File: config.mk
export PLATFORM = sky130hd
export DESIGN_NAME = remote_alarm_menu_relay_ctrl
export DESIGN_NICKNAME = d
export VERILOG_FILES = /design/src/menu_relay_pkg.sv /design/src/remote_alarm_menu_relay_ctrl.sv
export SDC_FILE = /design/constraint.sdc
export NUM_CORES = 1
export LEC_CHECK = 0
export BUFFER_PORTS_ARGS = -buffer_cell sky130_fd_sc_hd__buf_2
export CORE_UTILIZATION = 35
export DETAILED_ROUTE_END_ITERATION = 10
export PLACE_DENSITY = 0.59
export SETUP_SLACK_MARGIN = 0.05
export SYNTH_ARGS = -nofsm -noshare
export SYNTH_HDL_FRONTEND = slang
export SYNTH_SLANG_ARGS = --single-unit
File: constraint.sdc
create_clock -name mclk_i -period 8.6 [get_ports mclk_i]
set_input_delay 0.86 -clock mclk_i [delete_from_list [all_inputs] [get_ports mclk_i]]
set_output_delay 0.86 -clock mclk_i [all_outputs]
set_load 0.1 [all_outputs]
File: src/menu_relay_pkg.sv
// Purpose: constants and types for the remote alarm menu and relay controller
// Assumes: 125 MHz mclk_i, switch inputs already debounced and synchronous
// Notes: times are kept in their own unit, cycle counts derive from the clock rate
// Functional notes
// - Second switch hold past arrow prompt plus 3 s enters status view.
// - Further 3 s hold in status view scrolls all status items, then returns.
// - Status list order: firmware, model, range, address, span ... fault settings.
// - Momentary hold advances menu item; 5 s without activity returns to normal; code returns only from the menu item list, never from an edit.
// - Span level held within 10 to 100 percent of range.
// - Edits show current value, second swipe up, first down, 3 s hold saves.
// - Slave address held in 0x01 to 0x7f, shown and edited in hex.
// - Own address independent of sensor; sensor must sit at address 01.
// - Alarm thresholds held within 1 to 95 percent of full scale.
// - Rising alarm asserts when concentration is at or above threshold.
// - Falling alarm asserts when concentration is at or below threshold.
// - Latching relay stays active after clear; non-latching follows the condition.
// - Energized relay keeps normally-open contact closed while not in alarm.
// - Alarm setup: threshold, direction, latching, energized; first swipe toggles, hold saves.
// - Fault setup offers only latching and energized steps.
// - Simulation ramps loop 4 to 20 mA in 1 percent steps each second, then down.
// - Simulation never times out; only a 3 s hold ends it to its menu item.
// - Simulation-active message shown continuously while simulation runs.
// - Menu order: status, span, address, alarm one, alarm two, fault, simulation.
package menu_relay_pkg;
  localparam int unsigned CLK_HZ = 125_000_000;
  localparam int unsigned HOLD_MS = 3000;
  localparam int unsigned IDLE_MS = 5000;
  localparam int unsigned STEP_MS = 1000;
  localparam int unsigned SAVED_MS = 1000;
  localparam int unsigned HOLD_CYC = HOLD_MS * (CLK_HZ / 1000);
  localparam int unsigned IDLE_CYC = IDLE_MS * (CLK_HZ / 1000);
  localparam int unsigned STEP_CYC = STEP_MS * (CLK_HZ / 1000);
  localparam int unsigned SAVED_CYC = SAVED_MS * (CLK_HZ / 1000);
  localparam logic [6:0] SPAN_MIN = 7'h0a;
  localparam logic [6:0] SPAN_MAX = 7'h64;
  localparam logic [6:0] SPAN_RST = 7'h32;
  localparam logic [6:0] ADDR_MIN = 7'h01;
  localparam logic [6:0] ADDR_MAX = 7'h7f;
  localparam logic [6:0] ADDR_RST = 7'h01;
  localparam logic [6:0] SENSOR_ADDR = 7'h01;
  localparam logic [6:0] THR_MIN = 7'h01;
  localparam logic [6:0] THR_MAX = 7'h5f;
  localparam logic [6:0] THR1_RST = 7'h14;
  localparam logic [6:0] THR2_RST = 7'h28;
  localparam logic [6:0] PCT_MAX = 7'h64;
  localparam logic [3:0] STATUS_LAST = 4'hd;

  typedef enum logic [2:0] {
    ITEM_STATUS = 3'h0, ITEM_SPAN = 3'h1, ITEM_ADDR = 3'h3, ITEM_ALARM_ONE_RELAY = 3'h2,
    ITEM_ALARM_TWO_RELAY = 3'h6, ITEM_FAULT = 3'h7, ITEM_SIM = 3'h5
  } item_t;

  typedef enum logic [3:0] {
    ST_NORMAL = 4'h0, ST_MENU = 4'h1, ST_SCROLL = 4'h3, ST_EDIT = 4'h2,
    ST_SAVED = 4'h6, ST_SIM = 4'h7
  } state_t;

  typedef enum logic [2:0] {
    STEP_LEVEL = 3'h0, STEP_DIR = 3'h1, STEP_LATCH = 3'h3, STEP_ENERG = 3'h2, STEP_DONE = 3'h6
  } step_t;

  // display codes for the message shown beside the value
  typedef enum logic [2:0] {
    MSG_NONE = 3'h0, MSG_ITEM = 3'h1, MSG_STATUS = 3'h2, MSG_VALUE = 3'h3,
    MSG_YESNO = 3'h4, MSG_SAVED = 3'h5, MSG_SIM = 3'h6
  } msg_t;
endpackage

File: src/remote_alarm_menu_relay_ctrl.sv
// Purpose: program-mode menu, value editing, relay alarm logic and loop simulation
// Assumes: switch inputs debounced; status values and concentration supplied by the sensor side
// Notes: all long counts are top parameters so a simulation can shorten them
module remote_alarm_menu_relay_ctrl #(
  parameter int unsigned HOLD_CYC = menu_relay_pkg::HOLD_CYC,
  parameter int unsigned IDLE_CYC = menu_relay_pkg::IDLE_CYC,
  parameter int unsigned STEP_CYC = menu_relay_pkg::STEP_CYC,
  parameter int unsigned SAVED_CYC = menu_relay_pkg::SAVED_CYC
) (
  input wire logic mclk_i,
  input wire logic resetn_i,
  input wire logic first_magnet_switch_i,
  input wire logic second_magnet_switch_i,
  input wire logic arrow_prompt_i,
  input wire logic [6:0] concentration_i,
  input wire logic sensor_fault_i,
  input wire logic relay_reset_i,
  input wire logic [7:0] status_value_i,
  output logic [3:0] status_index_o,
  output logic program_mode_o,
  output logic [2:0] menu_item_o,
  output logic [2:0] message_o,
  output logic [2:0] setup_step_o,
  output logic [7:0] display_value_o,
  output logic [6:0] span_level_o,
  output logic [6:0] slave_address_o,
  output logic [6:0] sensor_address_o,
  output logic [6:0] alarm_one_threshold_o,
  output logic [6:0] alarm_two_threshold_o,
  output logic [5:0] relay_cfg_o,
  output logic alarm_one_relay_o,
  output logic alarm_two_relay_o,
  output logic fault_relay_o,
  output logic alarm_one_active_o,
  output logic alarm_two_active_o,
  output logic fault_active_o,
  output logic sim_active_o,
  output logic [6:0] sim_percent_o
);
  typedef enum logic [1:0] {PRESS_NONE = 2'h0, PRESS_TAP = 2'h1, PRESS_HOLD = 2'h2} press_t;

  menu_relay_pkg::state_t state_r;
  menu_relay_pkg::item_t item_r;
  menu_relay_pkg::step_t step_r;
  logic [31:0] hold_cnt_r;
  logic [31:0] idle_cnt_r;
  logic [31:0] tmr_r;
  logic [31:0] saved_cnt_r;
  logic hold_fired_r;
  logic first_r, second_r, arrow_seen_r;
  logic tap1, tap2, hold1, hold_any, hold2_entry;
  logic [6:0] edit_r;
  logic yes_r;
  logic [3:0] status_idx_r;
  logic [6:0] span_r, addr_r, thr1_r, thr2_r;
  logic rise1_r, rise2_r, latch1_r, latch2_r, latchf_r, en1_r, en2_r, enf_r;
  logic cond1, cond2, act1_r, act2_r, actf_r;
  logic [6:0] sim_pct_r;
  logic sim_down_r;
  logic any_sw;

  function automatic logic [6:0] bump(input logic [6:0] v, input logic up, input logic [6:0] lo,
                                      input logic [6:0] hi);
    logic [6:0] r;
    r = v;
    if (up && v < hi) r = v + 7'h01;
    else if (!up && v > lo) r = v - 7'h01;
    return r;
  endfunction

  // one table of edit limits keeps the swipe and the save paths in agreement
  function automatic logic [6:0] limit_of(input menu_relay_pkg::item_t i, input logic top);
    case (i)
      menu_relay_pkg::ITEM_SPAN: limit_of = top ? menu_relay_pkg::SPAN_MAX : menu_relay_pkg::SPAN_MIN;
      menu_relay_pkg::ITEM_ADDR: limit_of = top ? menu_relay_pkg::ADDR_MAX : menu_relay_pkg::ADDR_MIN;
      default: limit_of = top ? menu_relay_pkg::THR_MAX : menu_relay_pkg::THR_MIN;
    endcase
  endfunction

  function automatic logic [6:0] clampv(input logic [6:0] v, input menu_relay_pkg::item_t i);
    return (v < limit_of(i, 1'b0)) ? limit_of(i, 1'b0) : ((v > limit_of(i, 1'b1)) ? limit_of(i, 1'b1) : v);
  endfunction

  function automatic menu_relay_pkg::item_t next_item(input menu_relay_pkg::item_t i);
    case (i)
      menu_relay_pkg::ITEM_STATUS: next_item = menu_relay_pkg::ITEM_SPAN;
      menu_relay_pkg::ITEM_SPAN: next_item = menu_relay_pkg::ITEM_ADDR;
      menu_relay_pkg::ITEM_ADDR: next_item = menu_relay_pkg::ITEM_ALARM_ONE_RELAY;
      menu_relay_pkg::ITEM_ALARM_ONE_RELAY: next_item = menu_relay_pkg::ITEM_ALARM_TWO_RELAY;
      menu_relay_pkg::ITEM_ALARM_TWO_RELAY: next_item = menu_relay_pkg::ITEM_FAULT;
      menu_relay_pkg::ITEM_FAULT: next_item = menu_relay_pkg::ITEM_SIM;
      default: next_item = menu_relay_pkg::ITEM_STATUS;
    endcase
  endfunction

  assign any_sw = first_magnet_switch_i | second_magnet_switch_i;

  // hold timing: the count starts once the arrow prompt shows; a hold fires once per press
  always_ff @(posedge mclk_i or negedge resetn_i) begin
    if (!resetn_i) begin
      first_r <= 1'b0;
      second_r <= 1'b0;
      hold_cnt_r <= '0;
      hold_fired_r <= 1'b0;
      arrow_seen_r <= 1'b0;
    end else begin
      first_r <= first_magnet_switch_i;
      second_r <= second_magnet_switch_i;
      if (!any_sw) begin
        hold_cnt_r <= '0;
        hold_fired_r <= 1'b0;
        arrow_seen_r <= 1'b0;
      end else begin
        if (arrow_prompt_i) arrow_seen_r <= 1'b1;
        if ((arrow_seen_r || arrow_prompt_i) && hold_cnt_r < HOLD_CYC) hold_cnt_r <= hold_cnt_r + 32'd1;
        if (hold_cnt_r == HOLD_CYC - 1) hold_fired_r <= 1'b1;
      end
    end
  end

  // a tap is a release before the hold fired; a hold fires on reaching the count
  assign hold_any = any_sw && (hold_cnt_r == HOLD_CYC - 1);
  assign hold1 = hold_any && first_magnet_switch_i;
  assign hold2_entry = hold_any && second_magnet_switch_i;
  assign tap1 = first_r && !first_magnet_switch_i && !hold_fired_r;
  assign tap2 = second_r && !second_magnet_switch_i && !hold_fired_r;

  // inactivity timer, not running in simulation
  always_ff @(posedge mclk_i or negedge resetn_i) begin
    if (!resetn_i) idle_cnt_r <= '0;
    else if (any_sw || state_r == menu_relay_pkg::ST_SIM || state_r == menu_relay_pkg::ST_NORMAL)
      idle_cnt_r <= '0;
    else if (idle_cnt_r < IDLE_CYC) idle_cnt_r <= idle_cnt_r + 32'd1;
  end

  // menu state machine
  always_ff @(posedge mclk_i or negedge resetn_i) begin
    if (!resetn_i) begin
      state_r <= menu_relay_pkg::ST_NORMAL;
      item_r <= menu_relay_pkg::ITEM_STATUS;
      step_r <= menu_relay_pkg::STEP_LEVEL;
      edit_r <= '0;
      yes_r <= 1'b0;
      status_idx_r <= '0;
      tmr_r <= '0;
      saved_cnt_r <= '0;
      span_r <= menu_relay_pkg::SPAN_RST;
      addr_r <= menu_relay_pkg::ADDR_RST;
      thr1_r <= menu_relay_pkg::THR1_RST;
      thr2_r <= menu_relay_pkg::THR2_RST;
      rise1_r <= 1'b1;
      rise2_r <= 1'b1;
      latch1_r <= 1'b0;
      latch2_r <= 1'b0;
      latchf_r <= 1'b0;
      en1_r <= 1'b0;
      en2_r <= 1'b0;
      enf_r <= 1'b1;
    end else begin
      case (state_r)
        menu_relay_pkg::ST_NORMAL: begin
          if (hold2_entry) begin
            state_r <= menu_relay_pkg::ST_MENU;
            item_r <= menu_relay_pkg::ITEM_STATUS;
          end
        end
        menu_relay_pkg::ST_MENU: begin
          if (idle_cnt_r == IDLE_CYC) state_r <= menu_relay_pkg::ST_NORMAL;
          else if (hold_any) begin
            case (item_r)
              menu_relay_pkg::ITEM_STATUS: begin
                state_r <= menu_relay_pkg::ST_SCROLL;
                status_idx_r <= '0;
                tmr_r <= '0;
              end
              menu_relay_pkg::ITEM_SPAN: begin
                state_r <= menu_relay_pkg::ST_EDIT;
                edit_r <= span_r;
                step_r <= menu_relay_pkg::STEP_LEVEL;
              end
              menu_relay_pkg::ITEM_ADDR: begin
                state_r <= menu_relay_pkg::ST_EDIT;
                edit_r <= addr_r;
                step_r <= menu_relay_pkg::STEP_LEVEL;
              end
              menu_relay_pkg::ITEM_ALARM_ONE_RELAY: begin
                state_r <= menu_relay_pkg::ST_EDIT;
                edit_r <= thr1_r;
                step_r <= menu_relay_pkg::STEP_LEVEL;
              end
              menu_relay_pkg::ITEM_ALARM_TWO_RELAY: begin
                state_r <= menu_relay_pkg::ST_EDIT;
                edit_r <= thr2_r;
                step_r <= menu_relay_pkg::STEP_LEVEL;
              end
              menu_relay_pkg::ITEM_FAULT: begin
                state_r <= menu_relay_pkg::ST_EDIT;
                yes_r <= latchf_r;
                step_r <= menu_relay_pkg::STEP_LATCH;
              end
              default: begin
                state_r <= menu_relay_pkg::ST_SIM;
                tmr_r <= '0;
              end
            endcase
          end else if (tap1 || tap2) item_r <= next_item(item_r);
        end
        menu_relay_pkg::ST_SCROLL: begin
          // each status entry shows for one step period
          if (tmr_r == STEP_CYC - 1) begin
            tmr_r <= '0;
            if (status_idx_r == menu_relay_pkg::STATUS_LAST) state_r <= menu_relay_pkg::ST_MENU;
            else status_idx_r <= status_idx_r + 4'h1;
          end else tmr_r <= tmr_r + 32'd1;
        end
        menu_relay_pkg::ST_EDIT: begin
          if (step_r == menu_relay_pkg::STEP_LEVEL) begin
            // a second-switch swipe wins over a first-switch swipe in the same cycle
            if (tap1 || tap2) edit_r <= bump(edit_r, tap2, limit_of(item_r, 1'b0), limit_of(item_r, 1'b1));
            else if (hold_any) begin
              case (item_r)
                menu_relay_pkg::ITEM_SPAN: span_r <= clampv(edit_r, item_r);
                menu_relay_pkg::ITEM_ADDR: addr_r <= clampv(edit_r, item_r);
                menu_relay_pkg::ITEM_ALARM_ONE_RELAY: thr1_r <= clampv(edit_r, item_r);
                default: thr2_r <= clampv(edit_r, item_r);
              endcase
              state_r <= menu_relay_pkg::ST_SAVED;
              saved_cnt_r <= '0;
              yes_r <= (item_r == menu_relay_pkg::ITEM_ALARM_ONE_RELAY) ? rise1_r : rise2_r;
              step_r <= (item_r == menu_relay_pkg::ITEM_SPAN || item_r == menu_relay_pkg::ITEM_ADDR) ?
                        menu_relay_pkg::STEP_DONE : menu_relay_pkg::STEP_DIR;
            end
          end else begin
            // yes/no steps answer only the first switch
            if (tap1) yes_r <= !yes_r;
            else if (hold1) begin
              case (step_r)
                menu_relay_pkg::STEP_DIR: begin
                  if (item_r == menu_relay_pkg::ITEM_ALARM_ONE_RELAY) rise1_r <= yes_r;
                  else rise2_r <= yes_r;
                  yes_r <= (item_r == menu_relay_pkg::ITEM_ALARM_ONE_RELAY) ? latch1_r : latch2_r;
                  step_r <= menu_relay_pkg::STEP_LATCH;
                end
                menu_relay_pkg::STEP_LATCH: begin
                  if (item_r == menu_relay_pkg::ITEM_ALARM_ONE_RELAY) latch1_r <= yes_r;
                  else if (item_r == menu_relay_pkg::ITEM_ALARM_TWO_RELAY) latch2_r <= yes_r;
                  else latchf_r <= yes_r;
                  yes_r <= (item_r == menu_relay_pkg::ITEM_ALARM_ONE_RELAY) ? en1_r :
                           ((item_r == menu_relay_pkg::ITEM_ALARM_TWO_RELAY) ? en2_r : enf_r);
                  step_r <= menu_relay_pkg::STEP_ENERG;
                end
                default: begin
                  if (item_r == menu_relay_pkg::ITEM_ALARM_ONE_RELAY) en1_r <= yes_r;
                  else if (item_r == menu_relay_pkg::ITEM_ALARM_TWO_RELAY) en2_r <= yes_r;
                  else enf_r <= yes_r;
                  step_r <= menu_relay_pkg::STEP_DONE;
                end
              endcase
              state_r <= menu_relay_pkg::ST_SAVED;
              saved_cnt_r <= '0;
            end
          end
        end
        menu_relay_pkg::ST_SAVED: begin
          if (saved_cnt_r == SAVED_CYC - 1) begin
            state_r <= (step_r == menu_relay_pkg::STEP_DONE) ? menu_relay_pkg::ST_MENU : menu_relay_pkg::ST_EDIT;
          end else saved_cnt_r <= saved_cnt_r + 32'd1;
        end
        menu_relay_pkg::ST_SIM: begin
          if (hold_any) state_r <= menu_relay_pkg::ST_MENU;
          if (tmr_r == STEP_CYC - 1) tmr_r <= '0;
          else tmr_r <= tmr_r + 32'd1;
        end
        default: state_r <= menu_relay_pkg::ST_NORMAL;
      endcase
    end
  end

  // loop simulation ramp, bounces between 0 and 100 percent until stopped
  always_ff @(posedge mclk_i or negedge resetn_i) begin
    if (!resetn_i) begin
      sim_pct_r <= '0;
      sim_down_r <= 1'b0;
    end else if (state_r != menu_relay_pkg::ST_SIM) begin
      sim_pct_r <= '0;
      sim_down_r <= 1'b0;
    end else if (tmr_r == STEP_CYC - 1) begin
      if (!sim_down_r) begin
        if (sim_pct_r == menu_relay_pkg::PCT_MAX - 7'h01) sim_down_r <= 1'b1;
        sim_pct_r <= sim_pct_r + 7'h01;
      end else begin
        if (sim_pct_r == 7'h01) sim_down_r <= 1'b0;
        sim_pct_r <= sim_pct_r - 7'h01;
      end
    end
  end

  assign cond1 = rise1_r ? (concentration_i >= thr1_r) : (concentration_i <= thr1_r);
  assign cond2 = rise2_r ? (concentration_i >= thr2_r) : (concentration_i <= thr2_r);

  // relay activity: latched relays hold until the condition is gone and reset is asserted
  always_ff @(posedge mclk_i or negedge resetn_i) begin
    if (!resetn_i) begin
      act1_r <= 1'b0;
      act2_r <= 1'b0;
      actf_r <= 1'b0;
    end else begin
      act1_r <= cond1 || (latch1_r && act1_r && !relay_reset_i);
      act2_r <= cond2 || (latch2_r && act2_r && !relay_reset_i);
      actf_r <= sensor_fault_i || (latchf_r && actf_r && !relay_reset_i);
    end
  end

  // contact state: energized relays are held closed when idle, so power loss opens them
  always_ff @(posedge mclk_i or negedge resetn_i) begin
    if (!resetn_i) begin
      alarm_one_relay_o <= 1'b0;
      alarm_two_relay_o <= 1'b0;
      fault_relay_o <= 1'b0;
    end else begin
      alarm_one_relay_o <= act1_r ^ en1_r;
      alarm_two_relay_o <= act2_r ^ en2_r;
      fault_relay_o <= actf_r ^ enf_r;
    end
  end

  // display value register
  always_ff @(posedge mclk_i or negedge resetn_i) begin
    if (!resetn_i) display_value_o <= '0;
    else if (state_r == menu_relay_pkg::ST_SCROLL) display_value_o <= status_value_i;
    else if (state_r == menu_relay_pkg::ST_SIM) display_value_o <= {1'b0, sim_pct_r};
    else if (step_r == menu_relay_pkg::STEP_LEVEL) display_value_o <= {1'b0, edit_r};
    else display_value_o <= {7'h00, yes_r};
  end

  always_comb begin
    case (state_r)
      menu_relay_pkg::ST_MENU: message_o = menu_relay_pkg::MSG_ITEM;
      menu_relay_pkg::ST_SCROLL: message_o = menu_relay_pkg::MSG_STATUS;
      menu_relay_pkg::ST_EDIT: message_o = (step_r == menu_relay_pkg::STEP_LEVEL) ?
                                           menu_relay_pkg::MSG_VALUE : menu_relay_pkg::MSG_YESNO;
      menu_relay_pkg::ST_SAVED: message_o = menu_relay_pkg::MSG_SAVED;
      menu_relay_pkg::ST_SIM: message_o = menu_relay_pkg::MSG_SIM;
      default: message_o = menu_relay_pkg::MSG_NONE;
    endcase
  end

  assign status_index_o = status_idx_r;
  assign program_mode_o = state_r != menu_relay_pkg::ST_NORMAL;
  assign menu_item_o = item_r;
  assign setup_step_o = step_r;
  assign span_level_o = span_r;
  assign slave_address_o = addr_r;
  assign sensor_address_o = menu_relay_pkg::SENSOR_ADDR;
  assign alarm_one_threshold_o = thr1_r;
  assign alarm_two_threshold_o = thr2_r;
  assign relay_cfg_o = {enf_r, latchf_r, en2_r, latch2_r, en1_r, latch1_r};
  assign alarm_one_active_o = act1_r;
  assign alarm_two_active_o = act2_r;
  assign fault_active_o = actf_r;
  assign sim_active_o = state_r == menu_relay_pkg::ST_SIM;
  assign sim_percent_o = sim_pct_r;
endmodule // remote_alarm_menu_relay_ctrl

# Word level (Yosys, flattened, before mapping)

Cells that the tools add are included.

Register bits after elaboration: 212
Bits of input ports: 22
Output and inout port bits: 77
Logic and storage cells: 338

Add/subtract/negate cells: 9
Magnitude comparators: 16
Equality and inequality tests: 50
Multiplexer cells: 151
Bitwise logic cells: 11
Reductions and logical operators: 66

Operator list:

| kind                                                         | number |
|---|---|
| 2-to-1 mux 7 bit                                             | 65 |
| 2-to-1 mux 32 bit                                            | 14 |
| adder 32 x 1 -> 32 bit, second input constant                | 4 |
| case mux 32 bit (2 select lines)                             | 2 |
| 2-to-1 mux 4 bit                                             | 18 |
| equality test 32 x 27 -> 1 bit, second input constant        | 2 |
| 2-to-1 mux 3 bit                                             | 13 |
| AND reduction 6 bit                                          | 6 |
| > comparator 7 bit                                           | 5 |
| less-than comparator 7 bit                                   | 5 |
| AND reduction 7 bit                                          | 5 |
| equality test 32 x 29 -> 1 bit, second input constant        | 1 |
| equality test 32 x 30 -> 1 bit, second input constant        | 1 |
| less-than comparator 32 x 29 -> 1 bit, second input constant | 1 |
| less-than comparator 32 x 30 -> 1 bit, second input constant | 1 |
| case mux 3 bit (2 select lines)                              | 5 |
| != test 2 bit, second input constant                         | 14 |
| case mux 7 bit (4 select lines)                              | 1 |
| AND reduction 5 bit                                          | 5 |
| case mux 4 bit (6 select lines)                              | 1 |
| 2-to-1 mux 1 bit                                             | 23 |
| != test 3 bit, second input constant                         | 6 |
| case mux 3 bit (6 select lines)                              | 1 |
| logical AND 1 bit                                            | 16 |
| other kinds (43)                                             | 88 |

# Longest topological paths before layout

Gate-level depths: netlist (run 1).

Word-level depth: 14
Depth in mapped cells: 15

# Worst setup path before layout (run 1)

Ideal clock, no wire load.

Path type: register to register
Start: reg item_r[0], in the netlist menu_item_o[0]
End: reg edit_r[6]
Library setup time: 124 ps
Data arrival time: 4009 ps
Required time: 8476 ps
Path slack: 4467 ps
Stages on the path, launching flop included: 14
Path buffers: 0
Clock period less this slack: 4133 ps
Cell sequence: dfrtp_1 -> nor3b_1 -> inv_1 -> ha_1 -> maj3_1 -> o211ai_1 -> ha_1 -> a211oi_1 -> nor2_1 -> o21a_1 -> nor2_1 -> xnor2_1 -> a31oi_1 -> a2bb2oi_1

Word-level cells in the longest chain between the ends: 11
Elaborated cells between the ends (all ways): 26
Those cells by class: order compare: 2; eq/ne: 6; mux: 15; reduce/logical: 3

Ends and longest elaborated chain:

| what                                                                         | line                                                                    | source |
|---|---|---|
| start, declared                                                              | remote_alarm_menu_relay_ctrl.sv:43                                      | `menu_relay_pkg::item_t item_r;` |
| start signal, assigned                                                       | remote_alarm_menu_relay_ctrl.sv:140                                     | `item_r <= menu_relay_pkg::ITEM_STATUS;` |
| start signal, assigned                                                       | remote_alarm_menu_relay_ctrl.sv:164                                     | `item_r <= menu_relay_pkg::ITEM_STATUS;` |
| start signal, assigned                                                       | remote_alarm_menu_relay_ctrl.sv:206                                     | `end else if (tap1 \|\| tap2) item_r <= next_item(item_r);` |
| equality test 3 x 2 -> 1 bit or equality test 3 x 1 -> 1 bit (tied branches) | remote_alarm_menu_relay_ctrl.sv:73, remote_alarm_menu_relay_ctrl.sv:170 |  |
| case mux 6 bit (2 select lines)                                              | remote_alarm_menu_relay_ctrl.sv:73                                      | `case (i)` |
| 2-to-1 mux 7 bit                                                             | remote_alarm_menu_relay_ctrl.sv:219                                     | `if (tap1 \|\| tap2) edit_r <= bump(edit_r, tap2, limit_of(item_r, 1'b0), limit_of(item_r, 1'b1));` |
| 2-to-1 mux 7 bit                                                             | remote_alarm_menu_relay_ctrl.sv:217                                     | `if (step_r == menu_relay_pkg::STEP_LEVEL) begin` |
| 2-to-1 mux 7 bit                                                             | remote_alarm_menu_relay_ctrl.sv:160                                     | `case (state_r)` |
| less-than comparator 7 bit                                                   | remote_alarm_menu_relay_ctrl.sv:66                                      | `if (up && v < hi) r = v + 7'h01;` |
| logical AND 1 bit                                                            | remote_alarm_menu_relay_ctrl.sv:66                                      |  |
| 2-to-1 mux 7 bit                                                             | remote_alarm_menu_relay_ctrl.sv:66                                      |  |
| 2-to-1 mux 7 bit                                                             | remote_alarm_menu_relay_ctrl.sv:219                                     |  |
| 2-to-1 mux 7 bit                                                             | remote_alarm_menu_relay_ctrl.sv:217                                     |  |
| case mux 7 bit (2 select lines)                                              | remote_alarm_menu_relay_ctrl.sv:160                                     |  |
| end signal, assigned                                                         | remote_alarm_menu_relay_ctrl.sv:178                                     | `edit_r <= span_r;` |
| end signal, assigned                                                         | remote_alarm_menu_relay_ctrl.sv:183                                     | `edit_r <= addr_r;` |
| end signal, assigned                                                         | remote_alarm_menu_relay_ctrl.sv:219                                     |  |
| end, declared                                                                | remote_alarm_menu_relay_ctrl.sv:52                                      | `logic [6:0] edit_r;` |

Several ways; a longest one is shown, not always the timed one. The select of a mux whose other input is x is not followed.
A chain may end at the register's enable or synchronous reset.

# Final worst setup path (run 1)

Start: reg item_r[2], in the netlist menu_item_o[2]
End: reg edit_r[6]

Same word-level chain as after synthesis.

==> results of run 1 <==
worst max-delay path, delay by kind of cell, from the launching register on:
kind	cells	cell delay [ps]
buf+inv	1	330
xor+xnor	1	150
flops	1	680
compound gates	5	1290
simple gates	3	1170
fa+ha+maj	2	840
layout by cell type, fill, tap and decap left out, types with 7 or more instances in the layout:
cell type / synthesis / routed
inv_1: 53 / 53
dfstp_2: 11 / 11
and2_1: 17 / 17
nand2_1: 120 / 120
a21oi_1: 83 / 83
nor3_1: 34 / 32
or4_1: 17 / 17
o21a_1: 9 / 9
xnor2_1: 28 / 28
xor2_1: 47 / 47
a31oi_1: 27 / 27
nor2b_1: 11 / 11
buf_2: 3 / 90
o211ai_1: 9 / 9
dfrtp_1: 200 / 200
nand3_1: 60 / 60
a211oi_1: 16 / 15
nand2b_1: 13 / 13
buf_4: 13 / 10
o31ai_1: 7 / 7
clkbuf_1: 61 / 7
or3_1: 22 / 22
and3_1: 40 / 40
nor4_1: 17 / 16
nand4_1: 42 / 42
o22ai_1: 15 / 15
nand4b_1: 8 / 8
nor4b_1: 11 / 11
clkbuf_16: 0 / 26
mux2i_1: 16 / 16
o21ai_0: 112 / 112
nor2_1: 161 / 160
mux2_2: 17 / 17
ha_1: 36 / 36
and4_1: 7 / 7
conb_1: 2 / 7
metrics by stage:
stage / setup WS [ps] / instances / hold WS, ps / power [mW]
after global routing: 3570 / 1939 / 507 / 2.25
after detailed placement: 4180 / 1891 / 473 / 1.14
after floorplan: 4470 / 1416 / 441 / 1.10
after global placement: 4360 / 1891 / 467 / 1.14
after CTS: 4150 / 1939 / 490 / 2.20
final: 4010 / 1939 / 435 / 2.17
how the worst max path moves through the flow:
| stage | start | endpoint | cells after the start |
|---|---|---|---|
| global route | menu_item_o[2]$_DFFE_PN0P_ | edit_r[6]$_DFFE_PN0P_ | 12 |
| floorplan | menu_item_o[0]$_DFFE_PN0P_ | edit_r[6]$_DFFE_PN0P_ | 13 |
| finish | menu_item_o[2]$_DFFE_PN0P_ | edit_r[6]$_DFFE_PN0P_ | 12 |
| CTS | menu_item_o[2]$_DFFE_PN0P_ | edit_r[6]$_DFFE_PN0P_ | 12 |
| detailed placement | menu_item_o[2]$_DFFE_PN0P_ | edit_r[6]$_DFFE_PN0P_ | 12 |
| global placement | menu_item_o[2]$_DFFE_PN0P_ | edit_r[6]$_DFFE_PN0P_ | 12 |
where the power goes:
part           leakage, nW  total [mW]  switching [mW]  internal (mW)
Clock                0.400        1.05           0.445          0.603
Combinational         2.96       0.109          0.0826         0.0260
Sequential            2.61        1.01         0.00973           1.00
final cells by class:
class	instances	area, sq um
multi-input combinational	1071	6490
tap	455	569
clock inverter	10	70.1
fill	3475	20600
sequential	211	5290
clock buffer	38	746
inverter	53	199
timing repair buffer	101	541
logic make-up after synthesis:
family / count (synthesis) / share of synthesized area [%]
xor gates and xnor gates: 75 / 5.34
DFF: 211 / 43.0
and+or+nand+nor: 604 / 25.2
AOI/OAI and AO/OA: 314 / 15.0
other: 2 / 0.0610
buffers and inverters: 134 / 4.58
muxes: 33 / 2.86
adders and majority gates: 38 / 3.90
layer usage:
metal	share of wire [%]	vias up	track usage, %
met5	0.063	-	0
met4	1.9	4	4.44
met3	5.0	49	2.41
met2	46	237	29.7
met1	47	5201	26.7
li1	-	5164	-
state kept, by name, summed over array words and instances (netlist names), 3 cells and up:
name,flops
alarm_one_threshold_o,7
sim_percent_o,7
edit_r,7
tmr_r,32
saved_cnt_r,32
idle_cnt_r,32
span_level_o,7
display_value_o,8
menu_item_o,3
slave_address_o,7
state_r,3
setup_step_o,3
hold_cnt_r,32
alarm_two_threshold_o,7
status_index_o,4
==> metrics, run 1 <==
Wirelength per Cell=17.2 um; Critical Path Sink Type=register; initial antenna violation count=2; ant diodes=0; TritonRoute pass-1 iters=5; die extent in y=190 um; critical register-to-register path startpoint=menu_item_o[2]$_DFFE_PN0P_; # Max-Cap Violations=0; pin count of the biggest net entering global routing=135; via count=10655; GR Util All Layers=18.7%; maximum vdd drop=0.134 mV; Post-DRT Antenna Nets=0; Worst setup SP type=register; crit path max fanout=23; worst hold path type=input port to asynchronous set/reset pin; Final nets=1523; most frequent cell after synthesis=dfrtp_1; YS warnings=0; period utilization=53.4%; critical path class=register to register; slowest stage cell, crit path=nor3b_1; Final Cell Area=approximately 14000 sq um; share of cells above drive strength 1=~13%; Fmax achieved=0.218 GHz; setup TNS=0 ps; Reg clk slew, reported paths=about 60 ps; Worst R2R Setup Slack=roughly 4000 ps; CTS Buf Count=26; row count=68; CTS Hold Bufs=0; clock sinks=211; asr flop ratio synth=100%; DR vias/cell=roughly 5.5; FF+latch count, synth=211; GRT overflow=0; total core area=34500 sq um; post-cts resize count=0; endpoints failing setup=0; Leak Pwr=approximately 6 nW; gp weighted congestion=0.874; Syn Area/Cell=8.72 sq um; Post-synth EDFFs=0; worst r2r path cells=12; Worst Tran Pin Value=1060 ps; Mapped Area=12300 sq um; r2r endpoint=edit_r[6]$_DFFE_PN0P_; vias in the first global route=10210; top_reg_cell synth=dfrtp_1; Layout area overhead=13.0%; Yosys cell types=71; post-synth top area share=~40%; synth top area cells=dfrtp_1 (41%), nor2_1 (4.9%), o21ai_0 (4.6%), ha_1 (3.7%), nand2_1 (3.7%); global-route wire length before repair=55.0 mm; Post-Route Utilization=40.3%; Die Area=35900 sq um; Layout Skew=between 30 and 40 ps; htree depth=1; Die W=190 um; Detailed Place HPWL=23.3 mm; CTS tree=built; status=complete, no violations; Critical Path Max Stage Delay=960 ps; io pins=99; PwrDens=156 nW/um^2; unrepaired setup endpoints after global routing=false; Initial DRC Count=838; latest clock arrival within the worst-skew pair=550 ps; Routed WL=~33 mm; post-synthesis sequential area ratio=between 40% and 50%; Setup Buffers After CTS=0; worst path required time=9030 ps; placed inst area=around 13000 sq um; root buf cell=clkbuf_16; clock tree buffer depth=3; post-layout min period=~4600 ps; top cells by count, synth=dfrtp_1 (200), nor2_1 (161), nand2_1 (120), o21ai_0 (112), a21oi_1 (83); Rel. slew slack=29.3%; final slew viol count=0; # DRC=0; most frequent CP cell=nor2_1; critical path cell sequence=nor3b_1, inv_1, maj3_1, o211ai_1, ha_1, a211oi_1, nor2_1, o21a_1, nor2_1, xnor2_1, a31oi_1, a2bb2oi_1; Fin. Hold Viols=0; critical path arrival=5020 ps; largest area contributor in the netlist=dfrtp_1; # port buffers=91; Initial Util=35.6%; Syn Inst Count=1411
Power figures use the tool's default switching activity.
==> inputs of run 2 (changes only) <==
- clock period: 8.6 -> 4.6 ns (I/O delays scaled with it)
==> run 2 against run 1 <==
Compared with the run above: cell area increased by 0.99%; first-iteration DRC count decreased by 4.2%; fmax increased by 21%; critical path depth increased by 2; clock power increased by 95%; non-clock buffer count increased by 9; largest cell class unchanged.
==> metrics, run 2 (synthesis results as in run 1) <==
Filler cells=3457 (was 3475); Rel. slew slack=31.6% (was 29.3%); PwrDens=295 nW/um^2 (was 156 nW/um^2); worst path required time=5010 ps (was 9030 ps); Initial DRC Count=803 (was 838); row count=68 (unchanged); delay-heaviest family, CP=compound AO/OA/AOI/OAI gates (unchanged); slowest stage cell, crit path=dfrtp_1 (was nor3b_1); worst hold path type=input port to asynchronous set/reset pin (unchanged); Layout Skew=13.5 ps (was 33.3 ps); post-layout min period=3800 ps (was 4590 ps); setup TNS=0 ps (unchanged); gp weighted congestion=0.864 (was 0.874); Worst R2R Setup Slack=800 ps (was 4010 ps); Fin. Hold Viols=0 (unchanged); post-cts resize count=0 (unchanged); Hold WS=54.0 ps (was 435 ps); DP Cell Count=1900 (was 1891); Die W=190 um (unchanged); CTS Buf Count=26 (unchanged); critical path cell sequence=nor3b_1, buf_4, inv_1, ha_1, maj3_1, o211ai_1, ha_1, a211oi_1, nor2_1, o21a_1, nor2_1, xnor2_1, a31oi_1, a2bb2oi_1 (was nor3b_1, inv_1, maj3_1, o211ai_1, ha_1, a211oi_1, nor2_1, o21a_1, nor2_1, xnor2_1, a31oi_1, a2bb2oi_1); CTS Hold Bufs=0 (unchanged); crit path max fanout=16 (was 23); DR WL met3=1.55 mm (was 1.68 mm); routed wl met2=14.8 mm (was 15.3 mm); # port buffers=91 (unchanged); ant diodes=0 (unchanged); Post-DRT Antenna Nets=0 (unchanged); area occupied by multi-input gates=6490 sq um (unchanged); Fmax achieved=0.263 GHz (was 0.218 GHz); vias in the first global route=9982 (was 10210); share of cells above drive strength 1=13.5% (was 12.7%); Die Area=35900 sq um (unchanged); Critical Path Max Stage Delay=630 ps (was 960 ps); Detailed Place HPWL=23.3 mm (about the same); maximum vdd drop=0.230 mV (was 0.134 mV); initial antenna violation count=2 (unchanged); DR vias/cell=5.49 (was 5.50); DRT met1 WL=15.8 mm (was 15.7 mm); Initial Util=35.6% (unchanged); critical path arrival=4210 ps (was 5020 ps); Reg clk slew, reported paths=60 ps (about the same); critical register-to-register path startpoint=menu_item_o[0]$_DFFE_PN0P_ (was menu_item_o[2]$_DFFE_PN0P_); most common cell after layout, fill and taps aside=dfrtp_1 (unchanged); Sequential Area=5290 sq um (unchanged); Layout area overhead=14.2% (was 13.0%); pin count of the biggest net entering global routing=124 (was 135); Leak Pwr=6.05 nW (was 5.96 nW); # DRC=0 (unchanged); DR top layer=met5 (unchanged); most frequent cells in the layout=dfrtp_1 (200), nor2_1 (160), nand2_1 (120), o21ai_0 (112), buf_2 (90) (unchanged); htree depth=1 (unchanged); via count=10682 (was 10655); unrepaired setup endpoints after global routing=false (unchanged); status=complete, no violations (unchanged); Worst Tran Pin Value=1030 ps (was 1060 ps); total core area=34500 sq um (unchanged); Final nets=1532 (was 1523); Worst setup SP type=register (unchanged); clock tree buffer depth=3 (unchanged); Critical Path Sink Type=register (unchanged); CTS tree=built (unchanged); # Max-Cap Violations=0 (unchanged); critical path class=register to register (unchanged); clock sinks=211 (unchanged); GRT overflow=0 (unchanged); period utilization=82.5% (was 53.4%); io pins=99 (unchanged); Wirelength per Cell=17.0 um (was 17.2 um); r2r endpoint=edit_r[6]$_DFFE_PN0P_ (unchanged); global-route wire length before repair=53.8 mm (was 55.0 mm); endpoints failing setup=0 (unchanged); fin cells=1947 (was 1939); root buf cell=clkbuf_16 (unchanged); GR Util All Layers=18.3% (was 18.7%); latest clock arrival within the worst-skew pair=530 ps (was 550 ps); TritonRoute pass-1 iters=5 (unchanged); CP bufs+invs=2 (was 1); die extent in y=190 um (unchanged); Routed WL=33.0 mm (was 33.4 mm); Setup Buffers After CTS=0 (unchanged); worst r2r path cells=14 (was 12); final slew viol count=0 (unchanged)
-- run 2: changes by cell type in the layout (fill, tap and decap cells not counted) --
cell       delta
buf_12        +1
clkinv_8      -1
clkbuf_16     +1
clkinv_2      +1
buf_4         +8
inv_6         -1
clkbuf_1      -5
bufinv_16     +1
clkbuf_8      +3
-- run 2: stage by stage --
stage                     setup WS (ps)  cell area, sq um  power [mW]  utilization [%]
final                               803             14000        4.14             40.7
after global routing                517             14000        4.30             40.7
after CTS                           815             14000        4.21             40.7
after detailed placement            849             13200        2.14             38.1
after global placement              890             13200        2.13             38.1
after floorplan                     467             12300        2.06                -
-- run 2: how the worst max path moves through the flow --
stage,from,end,slack [ps],cells past startpoint
CTS,menu_item_o[0]$_DFFE_PN0P_,edit_r[6]$_DFFE_PN0P_,810,14
global route,menu_item_o[0]$_DFFE_PN0P_,edit_r[6]$_DFFE_PN0P_,520,14
global placement,menu_item_o[0]$_DFFE_PN0P_,edit_r[6]$_DFFE_PN0P_,890,14
finish,menu_item_o[0]$_DFFE_PN0P_,edit_r[6]$_DFFE_PN0P_,800,14
detailed placement,menu_item_o[0]$_DFFE_PN0P_,edit_r[6]$_DFFE_PN0P_,850,14
floorplan,menu_item_o[0]$_DFFE_PN0P_,edit_r[6]$_DFFE_PN0P_,470,13
-- run 2: layout make-up --
| type | instances | area share (%) |
|---|---|---|
| Sequential cell | 211 | 37.7 |
| Timing Repair Buffer | 110 | 4.42 |
| Multi-Input combinational cell | 1071 | 46.2 |
| Inverter | 53 | 1.42 |
| Clock inverter | 10 | 0.570 |
| Clock buffer | 37 | 5.65 |
| Tap cell | 455 | 4.05 |
-- run 2: power by group --
group	switching (mW)	internal, mW
sequential	0.0171	1.88
clock	0.798	1.25
combinational	0.155	0.0494
total	0.970	3.17
-- run 2: routing by layer --
layer,global-route usage (%),vias up
met5,0,-
met4,5.89,4
met3,2.39,51
met2,28.2,244
met1,26.4,5203
li1,-,5180
